**src/include/lvtpc_pkg.sv**
```systemverilog
/*
  Shared constants for the level, tamper and phase compensation stage: register word
  addresses, field positions, reset values and the delay-step timing.
  Assumes a single 40 MHz clock domain and a word-wide register port fed by the
  serial port front end on the same clock.
*/
`default_nettype none
package lvtpc_pkg;
  // Register word addresses.
  localparam logic [7:0] ADDR_OV_THR = 8'h00;
  localparam logic [7:0] ADDR_OI_THR = 8'h01;
  localparam logic [7:0] ADDR_PHASE_CURRENT_SUM = 8'h02;
  localparam logic [7:0] ADDR_MIS_THR = 8'h03;
  localparam logic [7:0] ADDR_PHCAL_A = 8'h04;
  localparam logic [7:0] ADDR_PRIMARY_EVENT_FLAGS = 8'h07;
  localparam logic [7:0] ADDR_SECONDARY_EVENT_FLAGS = 8'h08;
  localparam logic [7:0] ADDR_SECONDARY_EVENT_ENABLES = 8'h09;
  localparam logic [7:0] ADDR_PHASE_EVENT_SOURCE = 8'h0A;
  localparam logic [7:0] ADDR_CONFIG = 8'h0B;
  // Field positions.
  localparam int DONE_BIT = 17;
  localparam int OI_BIT = 17;
  localparam int OV_BIT = 18;
  localparam int MIS_BIT = 20;
  localparam int OV_PHASE_LSB = 9;
  localparam int OI_PHASE_LSB = 3;
  localparam int NEUTRAL_RMS_SOURCE_SELECT_BIT = 0;
  // Levels and reset values.
  localparam logic [23:0] LEVEL_FULL_SCALE = 24'h5A_7540;
  localparam logic [23:0] THR_RESET = 24'h00_0000;
  localparam logic [27:0] MIS_THR_RESET = 28'h000_0000;
  localparam logic [9:0] PHCAL_RESET = 10'h000;
  localparam logic [9:0] CAL_LAG_OFFSET = 10'h200;
  // Delay-step timing: one step is 0.976 us, a 1.024 MHz rate from the 40 MHz clock.
  localparam real STEP_PERIOD_US = 0.976;
  localparam int CLK_KHZ = 40000;
  localparam int STEP_KHZ = 1024;
  localparam logic [15:0] STEP_ACC_INC = 16'(STEP_KHZ);
  localparam logic [15:0] STEP_ACC_WRAP = 16'(CLK_KHZ);
  // Fixed latency in steps; leads deeper than 384 steps (up to 511) release at once instead.
  localparam logic [15:0] SHIFT_BASE_STEPS = 16'h0180;
  localparam int RING_DEPTH = 4;
endpackage
`default_nettype wire

```
**src/rtl/lvtpc_top.sv**
```systemverilog
/*
  Over-level detection, neutral current mismatch and voltage phase compensation
  with their status, mask, threshold and calibration registers.
  Assumes samples and the sample strobe come from the signal path on sys_clk and
  that the register port is driven by the serial front end on the same clock.
*/
`default_nettype none
module lvtpc_top
  import lvtpc_pkg::*;
(
  input wire logic sys_clk,
  input wire logic rst_n,
  input wire logic sample_strobe,
  input wire logic [23:0] phase_a_voltage_sample,
  input wire logic [23:0] phase_b_voltage_sample,
  input wire logic [23:0] phase_c_voltage_sample,
  input wire logic [23:0] phase_a_current_sample,
  input wire logic [23:0] phase_b_current_sample,
  input wire logic [23:0] phase_c_current_sample,
  input wire logic [23:0] neutral_current_sample,
  input wire logic [7:0] reg_addr,
  input wire logic reg_wr,
  input wire logic reg_rd,
  input wire logic [31:0] reg_wdata,
  output logic [31:0] reg_rdata,
  output logic secondary_irq_n,
  output logic neutral_rms_source_select,
  output logic [2:0] comp_voltage_valid,
  output logic [23:0] comp_phase_a_voltage,
  output logic [23:0] comp_phase_b_voltage,
  output logic [23:0] comp_phase_c_voltage
);
  logic [23:0] overvoltage_threshold;
  logic [23:0] overcurrent_threshold;
  logic [27:0] current_sum_mismatch_threshold;
  logic [27:0] phase_current_sum;
  logic [2:0][9:0] phase_delay_calibration;
  logic sample_done_flag;
  logic overcurrent_flag;
  logic overvoltage_flag;
  logic neutral_mismatch_flag;
  logic [2:0] overcurrent_phase_bits;
  logic [2:0] overvoltage_phase_bits;
  logic [2:0] secondary_event_enables;
  logic [2:0][23:0] volt;
  logic [2:0][23:0] curr;
  logic [2:0] over_v;
  logic [2:0] over_i;
  logic [27:0] next_sum;
  logic [27:0] sum_mag;
  logic [27:0] neu_mag;
  logic [27:0] mis_diff;
  logic mis_hit;
  logic secondary_event_flags_wr;
  logic clr_oi;
  logic clr_ov;
  logic clr_mis;
  logic clr_done;
  logic [31:0] next_rdata;
  logic [15:0] step_count;
  logic [2:0][23:0] comp_data;

  // Magnitude of a signed 24-bit sample; the most negative code maps to its own magnitude.
  function automatic logic [23:0] fn_mag(input logic [23:0] s);
    fn_mag = s[23] ? 24'(24'h00_0000 - s) : s;
  endfunction

  // Over-level test with the two documented end points handled first.
  function automatic logic fn_over(input logic [23:0] mag, input logic [23:0] thr);
    if (thr == LEVEL_FULL_SCALE)
      fn_over = 1'b0;
    else if (thr == 24'h00_0000)
      fn_over = 1'b1;
    else
      fn_over = mag > thr;
  endfunction

  // Register port address match, used by every write and read decode.
  function automatic logic fn_hit(input logic [7:0] a, input logic [7:0] target);
    fn_hit = a == target;
  endfunction

  assign volt = {phase_c_voltage_sample, phase_b_voltage_sample, phase_a_voltage_sample};
  assign curr = {phase_c_current_sample, phase_b_current_sample, phase_a_current_sample};

  // One comparator pair per phase, evaluated on the values present at the strobe.
  genvar g;
  generate
    for (g = 0; g < 3; g++)
    begin : g_level
      assign over_v[g] = fn_over(fn_mag(volt[g]), overvoltage_threshold);
      assign over_i[g] = fn_over(fn_mag(curr[g]), overcurrent_threshold);
    end
  endgenerate

  // Sum of the phase currents, sign-extended to the 28-bit register width.
  assign next_sum = 28'({{4{curr[0][23]}}, curr[0]} + {{4{curr[1][23]}}, curr[1]}
                        + {{4{curr[2][23]}}, curr[2]});
  assign sum_mag = next_sum[27] ? 28'(28'h000_0000 - next_sum) : next_sum;
  assign neu_mag = {4'h0, fn_mag(neutral_current_sample)};
  assign mis_diff = (sum_mag >= neu_mag) ? 28'(sum_mag - neu_mag) : 28'(neu_mag - sum_mag);
  // A zero or negative threshold keeps the mismatch event firing on every sample.
  assign mis_hit = ($signed(current_sum_mismatch_threshold) <= 28'sh000_0000)
                   || (mis_diff > current_sum_mismatch_threshold);

  // Write-one-to-clear decode on the status registers.
  assign secondary_event_flags_wr = reg_wr && fn_hit(reg_addr, ADDR_SECONDARY_EVENT_FLAGS);
  assign clr_oi = secondary_event_flags_wr && reg_wdata[OI_BIT];
  assign clr_ov = secondary_event_flags_wr && reg_wdata[OV_BIT];
  assign clr_mis = secondary_event_flags_wr && reg_wdata[MIS_BIT];
  assign clr_done = reg_wr && fn_hit(reg_addr, ADDR_PRIMARY_EVENT_FLAGS) && reg_wdata[DONE_BIT];

  // Host-written thresholds, calibrations, enables and configuration.
  always_ff @(posedge sys_clk)
  begin
    if (!rst_n)
    begin
      overvoltage_threshold <= THR_RESET;
      overcurrent_threshold <= THR_RESET;
      current_sum_mismatch_threshold <= MIS_THR_RESET;
      phase_delay_calibration <= {3{PHCAL_RESET}};
      secondary_event_enables <= 3'b000;
      neutral_rms_source_select <= 1'b0;
    end
    else if (reg_wr)
    begin
      if (fn_hit(reg_addr, ADDR_OV_THR))
        overvoltage_threshold <= reg_wdata[23:0];
      if (fn_hit(reg_addr, ADDR_OI_THR))
        overcurrent_threshold <= reg_wdata[23:0];
      if (fn_hit(reg_addr, ADDR_MIS_THR))
        current_sum_mismatch_threshold <= {{4{reg_wdata[23]}}, reg_wdata[23:0]};
      for (int p = 0; p < 3; p++)
        if (fn_hit(reg_addr, 8'(ADDR_PHCAL_A + 8'(p))))
          phase_delay_calibration[p] <= reg_wdata[9:0];
      if (fn_hit(reg_addr, ADDR_SECONDARY_EVENT_ENABLES))
        secondary_event_enables <= {reg_wdata[MIS_BIT], reg_wdata[OV_BIT], reg_wdata[OI_BIT]};
      if (fn_hit(reg_addr, ADDR_CONFIG))
        neutral_rms_source_select <= reg_wdata[NEUTRAL_RMS_SOURCE_SELECT_BIT];
    end
  end

  // Phase current sum and its completion flag, updated once per sample.
  always_ff @(posedge sys_clk)
  begin
    if (!rst_n)
    begin
      phase_current_sum <= 28'h000_0000;
      sample_done_flag <= 1'b0;
    end
    else
    begin
      if (sample_strobe)
        phase_current_sum <= next_sum;
      // A new sample wins over a clear arriving in the same cycle.
      sample_done_flag <= sample_strobe || (sample_done_flag && !clr_done);
    end
  end

  // Overcurrent flag and the phases that tripped it.
  always_ff @(posedge sys_clk)
  begin
    if (!rst_n)
    begin
      overcurrent_flag <= 1'b0;
      overcurrent_phase_bits <= 3'b000;
    end
    else
    begin
      if (sample_strobe && (over_i != 3'b000))
      begin
        overcurrent_flag <= 1'b1;
        overcurrent_phase_bits <= (clr_oi ? 3'b000 : overcurrent_phase_bits) | over_i;
      end
      else if (clr_oi)
      begin
        overcurrent_flag <= 1'b0;
        overcurrent_phase_bits <= 3'b000;
      end
    end
  end

  // Overvoltage flag and its phase bits; they stay set without a clear.
  always_ff @(posedge sys_clk)
  begin
    if (!rst_n)
    begin
      overvoltage_flag <= 1'b0;
      overvoltage_phase_bits <= 3'b000;
    end
    else
    begin
      if (sample_strobe && (over_v != 3'b000))
      begin
        overvoltage_flag <= 1'b1;
        overvoltage_phase_bits <= (clr_ov ? 3'b000 : overvoltage_phase_bits) | over_v;
      end
      else if (clr_ov)
      begin
        overvoltage_flag <= 1'b0;
        overvoltage_phase_bits <= 3'b000;
      end
    end
  end

  // Neutral mismatch flag, checked once per sample.
  always_ff @(posedge sys_clk)
  begin
    if (!rst_n)
      neutral_mismatch_flag <= 1'b0;
    else
      neutral_mismatch_flag <= (sample_strobe && mis_hit)
                               || (neutral_mismatch_flag && !clr_mis);
  end

  // The interrupt line follows the enabled flags one clock later, so it is glitch free.
  always_ff @(posedge sys_clk)
  begin
    if (!rst_n)
      secondary_irq_n <= 1'b1;
    else
      secondary_irq_n <= !(|({neutral_mismatch_flag, overvoltage_flag, overcurrent_flag}
                             & secondary_event_enables));
  end

  // Read data, with unused upper bits and unmapped words returning zero.
  always_comb
  begin
    next_rdata = 32'h0000_0000;
    unique case (1'b1)
      fn_hit(reg_addr, ADDR_OV_THR): next_rdata = {8'h00, overvoltage_threshold};
      fn_hit(reg_addr, ADDR_OI_THR): next_rdata = {8'h00, overcurrent_threshold};
      fn_hit(reg_addr, ADDR_PHASE_CURRENT_SUM): next_rdata = {4'h0, phase_current_sum};
      fn_hit(reg_addr, ADDR_MIS_THR): next_rdata = {4'h0, current_sum_mismatch_threshold};
      fn_hit(reg_addr, ADDR_PRIMARY_EVENT_FLAGS): next_rdata[DONE_BIT] = sample_done_flag;
      fn_hit(reg_addr, ADDR_SECONDARY_EVENT_FLAGS):
      begin
        next_rdata[OI_BIT] = overcurrent_flag;
        next_rdata[OV_BIT] = overvoltage_flag;
        next_rdata[MIS_BIT] = neutral_mismatch_flag;
      end
      fn_hit(reg_addr, ADDR_SECONDARY_EVENT_ENABLES):
      begin
        next_rdata[OI_BIT] = secondary_event_enables[0];
        next_rdata[OV_BIT] = secondary_event_enables[1];
        next_rdata[MIS_BIT] = secondary_event_enables[2];
      end
      fn_hit(reg_addr, ADDR_PHASE_EVENT_SOURCE):
      begin
        next_rdata[OV_PHASE_LSB+:3] = overvoltage_phase_bits;
        next_rdata[OI_PHASE_LSB+:3] = overcurrent_phase_bits;
      end
      fn_hit(reg_addr, ADDR_CONFIG): next_rdata[NEUTRAL_RMS_SOURCE_SELECT_BIT] = neutral_rms_source_select;
      default:
      begin
        for (int p = 0; p < 3; p++)
          if (fn_hit(reg_addr, 8'(ADDR_PHCAL_A + 8'(p))))
            next_rdata = {22'h00_0000, phase_delay_calibration[p]};
      end
    endcase
  end

  // Read data is captured on the read strobe and held until the next read.
  always_ff @(posedge sys_clk)
  begin
    if (!rst_n)
      reg_rdata <= 32'h0000_0000;
    else if (reg_rd)
      reg_rdata <= next_rdata;
  end

  // Shared step timebase for the three voltage shifters.
  lvtpc_step_tick u_tick (
    .sys_clk(sys_clk),
    .rst_n(rst_n),
    .step_tick(),
    .step_count(step_count)
  );

  // One shifter per phase voltage path.
  generate
    for (g = 0; g < 3; g++)
    begin : g_shift
      lvtpc_phase_shift u_shift (
        .sys_clk(sys_clk),
        .rst_n(rst_n),
        .step_count(step_count),
        .in_valid(sample_strobe),
        .in_data(volt[g]),
        .cal(phase_delay_calibration[g]),
        .out_valid(comp_voltage_valid[g]),
        .out_data(comp_data[g])
      );
    end
  endgenerate

  assign comp_phase_a_voltage = comp_data[0];
  assign comp_phase_b_voltage = comp_data[1];
  assign comp_phase_c_voltage = comp_data[2];
endmodule
`default_nettype wire

```
**src/rtl/lvtpc_step_tick.sv**
```systemverilog
/*
  Fractional divider making the 1.024 MHz delay-step tick and a free step count.
  Assumes the 40 MHz system clock and a synchronous active-low reset.
*/
`default_nettype none
module lvtpc_step_tick
  import lvtpc_pkg::*;
(
  input wire logic sys_clk,
  input wire logic rst_n,
  output logic step_tick,
  output logic [15:0] step_count
);
  logic [15:0] acc;
  logic [16:0] acc_sum;

  // The step period is not a whole number of clocks, so an accumulator spreads the error.
  assign acc_sum = {1'b0, acc} + {1'b0, STEP_ACC_INC};

  // Tick generation and step counting.
  always_ff @(posedge sys_clk)
  begin
    if (!rst_n)
    begin
      acc <= 16'h0000;
      step_tick <= 1'b0;
      step_count <= 16'h0000;
    end
    else if (acc_sum >= {1'b0, STEP_ACC_WRAP})
    begin
      acc <= 16'(acc_sum - {1'b0, STEP_ACC_WRAP});
      step_tick <= 1'b1;
      step_count <= step_count + 16'h0001;
    end
    else
    begin
      acc <= acc_sum[15:0];
      step_tick <= 1'b0;
    end
  end
endmodule
`default_nettype wire

```
**src/rtl/lvtpc_phase_shift.sv**
```systemverilog
/*
  Per-phase voltage time shifter: each sample is replayed after a fixed base latency
  plus or minus the calibrated number of steps; leads deeper than the base latency release at once.
  Assumes samples arrive at 8 kHz, so at most four are in flight while the lag stays under 128 steps.
*/
`default_nettype none
module lvtpc_phase_shift
  import lvtpc_pkg::*;
(
  input wire logic sys_clk,
  input wire logic rst_n,
  input wire logic [15:0] step_count,
  input wire logic in_valid,
  input wire logic [23:0] in_data,
  input wire logic [9:0] cal,
  output logic out_valid,
  output logic [23:0] out_data
);
  logic [23:0] data_mem [RING_DEPTH];
  logic [15:0] due_mem [RING_DEPTH];
  logic [1:0] wr_ptr;
  logic [1:0] rd_ptr;
  logic [2:0] fill;
  logic [15:0] shift;
  logic [15:0] slack;
  logic due_now;
  logic push;

  // Lead settings advance the voltage, lag settings (offset by 512) delay it.
  assign shift = (cal >= CAL_LAG_OFFSET) ? 16'(cal - CAL_LAG_OFFSET)
                                         : 16'(16'h0000 - 16'(cal));
  // A negative slack means the head sample is not yet due; the sign absorbs counter wrap.
  assign slack = 16'(step_count - due_mem[rd_ptr]);
  assign due_now = (fill != 3'd0) && !slack[15];
  assign push = in_valid && (fill != 3'(RING_DEPTH));

  // Sample store with its release time in steps.
  always_ff @(posedge sys_clk)
  begin
    if (push)
    begin
      data_mem[wr_ptr] <= in_data;
      due_mem[wr_ptr] <= 16'(step_count + SHIFT_BASE_STEPS + shift);
    end
  end

  // Pointers and replay of due samples.
  always_ff @(posedge sys_clk)
  begin
    if (!rst_n)
    begin
      wr_ptr <= 2'b00;
      rd_ptr <= 2'b00;
      fill <= 3'd0;
      out_valid <= 1'b0;
      out_data <= 24'h00_0000;
    end
    else
    begin
      out_valid <= due_now;
      if (due_now)
      begin
        out_data <= data_mem[rd_ptr];
        rd_ptr <= rd_ptr + 2'b01;
      end
      if (push)
      begin
        wr_ptr <= wr_ptr + 2'b01;
      end
      fill <= 3'(fill + {2'b00, push} - {2'b00, due_now});
    end
  end
endmodule
`default_nettype wire

```
**config.mk**
```make
export PLATFORM = sky130hd
export DESIGN_NAME = lvtpc_top
export DESIGN_NICKNAME = d
export VERILOG_FILES = /design/src/include/lvtpc_pkg.sv /design/src/rtl/lvtpc_top.sv /design/src/rtl/lvtpc_step_tick.sv /design/src/rtl/lvtpc_phase_shift.sv
export SDC_FILE = /design/constraint.sdc
export NUM_CORES = 2
export LEC_CHECK = 0
export BUFFER_PORTS_ARGS = -buffer_cell sky130_fd_sc_hd__buf_2
export CELL_PAD_IN_SITES_DETAIL_PLACEMENT = 1
export CELL_PAD_IN_SITES_GLOBAL_PLACEMENT = 1
export CORE_MARGIN = 2
export CORE_UTILIZATION = 45
export CTS_CLUSTER_DIAMETER = 40
export CTS_CLUSTER_SIZE = 30
export DETAILED_ROUTE_END_ITERATION = 7
export PLACE_DENSITY_LB_ADDON = 0.1
export SYNTH_ARGS = -nofsm -noshare
export SYNTH_HDL_FRONTEND = slang
export SYNTH_SLANG_ARGS = --single-unit
```
**constraint.sdc**
```tcl
create_clock -name sys_clk -period 9.2 [get_ports sys_clk]
set_clock_uncertainty 0.1 [all_clocks]
set_input_delay 0.92 -clock sys_clk [delete_from_list [all_inputs] [get_ports sys_clk]]
set_output_delay 0.92 -clock sys_clk [all_outputs]
set_load 0.02 [all_outputs]
```
# Word level (Yosys, flattened, before mapping)
# Memory sizes are Yosys's and may differ from the RTL's. A register that Yosys moved wholly into a read port is not among the register bits.
# Index checks and enable logic that the tools add are counted.
# word_totals
ff_bits,231
ramBits,480
output_inout_bits,109
elab_cells,221
memories,6
# op_classes
addsub,40
n_lt_le_gt_ge,13
eq_ne,16
muxes,59
bitwise_logic,3
n_reduce_logical,53
# memory_table
name,depth,width,read_ports,rd_clocked_by_memory_dff,write_ports,line,rtl
g_shift[0].u_shift.data_mem,4,24,1,1,1,lvtpc_phase_shift.sv:19,logic [23:0] data_mem [RING_DEPTH];
g_shift[1].u_shift.data_mem,4,24,1,1,1,lvtpc_phase_shift.sv:19,
g_shift[2].u_shift.data_mem,4,24,1,1,1,lvtpc_phase_shift.sv:19,
g_shift[0].u_shift.due_mem,4,16,1,1,1,lvtpc_phase_shift.sv:20,logic [15:0] due_mem [RING_DEPTH];
g_shift[1].u_shift.due_mem,4,16,1,1,1,lvtpc_phase_shift.sv:20,
g_shift[2].u_shift.due_mem,4,16,1,1,1,lvtpc_phase_shift.sv:20,
# ops
cell,n
24-bit two-way mux,7
1-bit by 24-bit subtractor with 24-bit output (first input constant),7
24-bit greater-than comparator,6
16-bit two-way mux,4
32-bit two-way mux,2
28-bit two-way mux,2
11-bit one-hot mux with 5 select lines,1
16-bit adder,3
24-bit by 23-bit == test with 1-bit output (second input constant),2
24-bit logical NOT,2
16-bit subtractor,3
3-bit one-hot mux with 6 select lines,2
1-bit by 10-bit subtractor with 11-bit output (first input constant),3
10-bit by 10-bit subtractor with 11-bit output (second input constant),3
8-bit by 3-bit == test with 1-bit output (second input constant),4
8-bit by 4-bit == test with 1-bit output (second input constant),4
10-bit >= comparator (second input constant),3
28-bit by 24-bit >= comparator with 1-bit output,1
28-bit greater-than comparator,1
24-bit by 28-bit subtractor with 28-bit output,1
28-bit by 24-bit subtractor with 28-bit output,1
1-bit by 26-bit subtractor with 27-bit output (first input constant),1
25-bit by 24-bit adder with 26-bit output,1
24-bit by 24-bit adder with 25-bit output,1
36 further kinds,119

# Longest topological paths before layout
# logic_depth
word_depth,10
depth_mapped,43
mapped_depth_nobuf,40

# Modules after synthesis
# From an unflattened synthesis, not the netlist that was laid out.
# hier_totals
cells_unflattened,4431
hier_area_um2,47435.5
# by_module_without_submodules
module,n_inst,cells_per_inst,area_each_um2
lvtpc_top,1,2580,19917.9
lvtpc_phase_shift at g_shift[1].u_shift ...,2,559,8663.3
lvtpc_phase_shift at g_shift[0].u_shift,1,555,8654.6
lvtpc_step_tick,1,178,1536.5

# Worst setup path after synthesis
# OpenSTA, ideal clock, no wires.
# synth_path
kind,input port to flip-flop
startpoint,input port phase_a_current_sample[1]
endpoint,register neutral_mismatch_flag
setup_time_ps,118
t_arrival_ps,8842
t_required_ps,8982
path_slack_ps,140
cell_stages,40
n_path_buf,4
cell_sequence,fa_1 ha_1 fa_1 a211oi_4 nor2_1 xnor2_1 or4_1 or3_1 o21ai_0 xnor2_1 inv_1 ha_1 clkbuf_1 and2_0 clkbuf_1 nand3_1 or3_1 o211ai_1 (+4 left out) nor2b_1 buf_6 buf_2 mux2i_1 xnor2_1 ha_1 a21o_1 a21o_1 a21o_1 a21o_1 a21oi_1 nor2b_1 o21ai_0 a21oi_1 a2111oi_0 o221ai_1 a22oi_1 nor2b_1
# synth_via
elab_chain_len,10
word_cells_on_any_way,12
cone_classes,add/sub: 5; order compare: 2; mux: 2; reduce/logical: 3
# synth_rtl
item,line,rtl
start: declaration,lvtpc_top.sv:17,"input wire logic [23:0] phase_a_current_sample,"
24-bit by 24-bit adder with 25-bit output (*),lvtpc_top.sv:97,"assign next_sum = 28'({{4{curr[0][23]}}, curr[0]} + {{4{curr[1][23]}}, curr[1]}"
25-bit by 24-bit adder with 26-bit output (*),lvtpc_top.sv:98,"+ {{4{curr[2][23]}}, curr[2]});"
1-bit by 26-bit subtractor with 27-bit output,lvtpc_top.sv:99,assign sum_mag = next_sum[27] ? 28'(28'h000_0000 - next_sum) : next_sum;
28-bit two-way mux (*),lvtpc_top.sv:99,
24-bit by 28-bit subtractor with 28-bit output (tied with other cells),lvtpc_top.sv:101,assign mis_diff = (sum_mag >= neu_mag) ? 28'(sum_mag - neu_mag) : 28'(neu_mag - sum_mag);
28-bit two-way mux (*),lvtpc_top.sv:101,
28-bit greater-than comparator (*),lvtpc_top.sv:104,|| (mis_diff > current_sum_mismatch_threshold);
1-bit logical OR (*),lvtpc_top.sv:104,
1-bit logical AND (*),lvtpc_top.sv:212,neutral_mismatch_flag <= (sample_strobe && mis_hit)
1-bit logical OR (*),lvtpc_top.sv:213,|| (neutral_mismatch_flag && !clr_mis);
end signal: assignment,lvtpc_top.sv:212,
end: declaration,lvtpc_top.sv:41,logic neutral_mismatch_flag;
# Mark *: on every way between the ends. The rest lies on a longest branch, timed or not.
# A chain may end at the register's enable or synchronous reset.

# Worst setup path in the final report
# Same ends and word-level chain as after synthesis.

==> metrics.md <==
| Metric | Value |
|---|---|
| Number of global-route vias before repair | 36674 |
| Leakage Power | 21.36 nW |
| Placed Instance Area | 0.05008 mm² |
| P&R area growth vs syn | 18.60% |
| H-tree depth | 3 |
| Core ar. | 0.1004 mm² |
| Clock Tree Root | clkbuf_16 |
| DRT iter0 DRCs | 2119 |
| Final #Nets | 5317 |
| Fill count | 10961 |
| Netlist cell types | 86 |
| Count leader, synth | edfxtp_1 |
| # rows | 116 |
| Worst reg-to-reg path cell count | 23 |
| Tightest Pin Transition | 1080 ps |
| GPL Wtd Cong | 0.8869 |
| Synth top area share | 31.51% |
| Fmax | 0.1149 GHz |
| Sw frac | 35.37% |
| Initial core utilization | 45.55% |
| Worst skew pair latency | 720 ps |
| Max IR drop VDD | 0.1851 mV |
| TritonCTS Buffers | 113 |
| Tot GR Track Use | 28.00% |
| Worst path max stage delay | 580 ps |
| Avg Cell Area, Syn | 10.82 µm² |
| Ys flop type | edfxtp_1 |
| Final Setup Violations | 0 |
| Port Buf Inserts | 309 |
| Initial antenna violation count | 17 |
| Final Power | 14.56 mW |
| Req. time, crit path | 9700 ps |
| PnR worst setup slack | 499.5 ps |
| Sum Neg Setup Slack | 0 ps |
| Combinational Power Share | 39.5% |
| Crit Path Max Fanout | 7 |
| Final min period | 8700 ps |
| Share of cells above drive strength 1 | 19.98% |
| Max-slew violations | 0 |
| Hold path startpoint | g_shift[2].u_shift.out_data[10] |
| Synth area leaders | edfxtp_1 (32%), dfxtp_1 (13%), ha_1 (10%) |
| Post-Layout Cell Count | 6168 |
| Fin Hold WS | 353.9 ps |
| Grt total ovfl | 0 |
| DP Cell Count | 5941 |
| Post-Route WL | 146900 µm |
| I/O Pins | 322 |
| DRT Pass-1 Iters | 5 |
| Slew Limit Headroom | 28.02% |
| CP endpoint kind | register |
| Die area | 0.1042 mm² |
| Max Cap Viol | 0 |
| Mean number of vias per cell | 5.713 |
| Cell-internal power | 9.410 mW |
| R2R Setup Slk | 3820 ps |
| Flop pwr share | 29.7% |
| Via count | 35236 |
| Post-CTS Hold Buffers | 0 |
| CP arrival | 9200 ps |
| Mapped Area | 0.04575 mm² |
| Routed len/inst | 23.81 µm |
| Net load switching power | 5.149 mW |
| Pwr per Cell Area | 268.3 mW/mm² |
| Worst-path clk slew | 60 ps |
| Yosys warns | 0 |
| Synth cell count leaders | edfxtp_1 (480), nand2_1 (432), ha_1 (368) |
| Status | finished, final reports clean |
| Die W | 322.8 µm |
| Clock power frac | 30.8% |
| Die Ht | 322.8 µm |
| Post-DP HPWL | 109300 µm |
| Hold EP | g_shift[2].u_shift.out_data[10] |
| Largest net degree at the start of global routing | 103 |
| CTS Sinks | 777 |
| Fin crit share | 94.57% |
| CTS tree | done |
| Post-route cell area | 0.05426 mm² |
| Startpoint types | primary input |
| Max Buffers Root-to-Sink | 3 |
| Async set-reset flop share out of synthesis | 0% |
| Type of the worst setup path | in2reg |
| Routed Antenna Nets | 0 |
| Endpoint of the lowest-slack register-to-register path | g_shift[0].u_shift.fill[2] |
| Final hold violation count | 0 |
| EDFF count, synth | 480 |
| Min-delay worst type | reg2reg |
| Cell taking the most area after synthesis | edfxtp_1 |
| Yosys reg bits | 777 |
| DRC errors left | 0 |
| Post-Syn Instances | 4228 |
| Post-synthesis sequential area ratio | 44.51% |
| CP max-delay cell | or4_1 |
| Final Util | 54.02% |
| Place WS | -673.7 ps |
| Hold Path Depth | 2 |
| Global-route wire length before repair | 222100 µm |
[registers in the layout (all words and copies together) (netlist names), 3 cells and up, named ones only]
signal and cells:
g_shift.u_shift.data_mem 288, g_shift.u_shift.due_mem 192, overcurrent_phase_bits 3, reg_rdata 26
secondary_event_enables 3, g_shift.u_shift.fill 9, u_tick.acc 10, g_shift.u_shift.out_data 72
overvoltage_phase_bits 3, g_shift.u_shift.out_valid 3, phase_delay_calibration 30, u_tick.step_count 16
overvoltage_threshold 24, phase_current_sum 26, g_shift.u_shift.wr_ptr 6, g_shift.u_shift.rd_ptr 6
current_sum_mismatch_threshold 24, overcurrent_threshold 24
[layout by cell type, fill, tap and decap left out, drive strengths merged, types with 26 or more instances in the layout]
| master | count |
|---|---|
| nor3 | 64 |
| nor2 | 122 |
| o21a | 37 |
| xnor2 | 255 |
| a21boi | 102 |
| o31ai | 40 |
| nand3 | 120 |
| nor4 | 32 |
| dfxtp | 297 |
| a21o | 103 |
| o41ai | 28 |
| inv | 283 |
| a21oi | 189 |
| nor2b | 86 |
| fa | 33 |
| mux4 | 132 |
| o21bai | 26 |
| clkbuf | 128 |
| buf | 551 |
| or3 | 37 |
| nand2 | 432 |
| nand4 | 61 |
| mux2i | 78 |
| edfxtp | 480 |
| o21ai | 229 |
| clkinv | 43 |
| nand2b | 48 |
| or4 | 27 |
| xor2 | 63 |
| ha | 368 |
| and2 | 63 |
[worst max path at each step]
stage | to | slack, ps | from | cells after the start
global route | neutral_mismatch_flag | -7 | phase_a_current_sample[1] | 40
CTS | neutral_mismatch_flag | 10 | phase_a_current_sample[1] | 38
floorplan | neutral_mismatch_flag | 140 | phase_a_current_sample[1] | 40
global placement | neutral_mismatch_flag | -520 | phase_a_current_sample[1] | 39
finish | neutral_mismatch_flag | 500 | phase_a_current_sample[1] | 36
detailed placement | neutral_mismatch_flag | -670 | phase_a_current_sample[1] | 38
[layout make-up]
class,instances,area [µm²],share of cell area [%]
Multi-Input combinational cell,3002,23810,43.89
Antenna cell,7,17.52,0.03229
Clock inverter,88,1066,1.965
Timing Repair Buffer,551,3373,6.217
Clock buffer,128,2955,5.447
Inverter,258,968.4,1.785
Tap cell,1357,1698,3.129
Sequential cell,777,20360,37.53
[power groups by stage]
stage	Clock, mW	Combinational, mW	Sequential [mW]
after floorplan	0	3.57	4.39
after global placement	0	5.52	4.38
after detailed placement	0	5.67	4.40
after CTS	4.54	5.72	4.33
after global routing	4.69	6.35	4.37
final	4.48	5.76	4.32
[layer usage]
layer  vias up  routed length [µm]  global-route usage [%]
li1      16494                   -                       -
met1     17668               61720                   35.21
met2       824               73670                   49.34
met3       246                6172                   3.318
met4         4                5285                   10.47
met5         -                  18                       0
[critical path, delay by kind of cell]
kind,cells,cell delay (ps)
xor gates and xnor gates,3,620
buffers and inverters,2,210
adders and majority gates,5,1840
and+or+nand+nor,8,1920
AOI/OAI and AO/OA,18,3620
[what timing repair did]
| action | in CTS | in global routing |
|---|---|---|
| setup buffers | 0 | 4 |
| hold endpoints to repair | 0 | 0 |
| gates resized for setup | 0 | 25 |
| setup endpoints to repair | 0 | 1 |
[cells by family after synthesis]
| group | Yosys count | share of synthesized area (%) |
|---|---|---|
| AO/OA/AOI/OAI | 913 | 13.09 |
| XOR/XNOR | 319 | 6.138 |
| adder cells (fa/ha/maj) | 401 | 11.51 |
| buffers and inverters | 452 | 3.829 |
| flip-flops | 777 | 44.51 |
| multiplexers | 223 | 8.542 |
| other | 1 | 0.008198 |
| AND/OR/NAND/NOR | 1142 | 12.37 |
No activity file was read; power rests on OpenSTA's default activity.
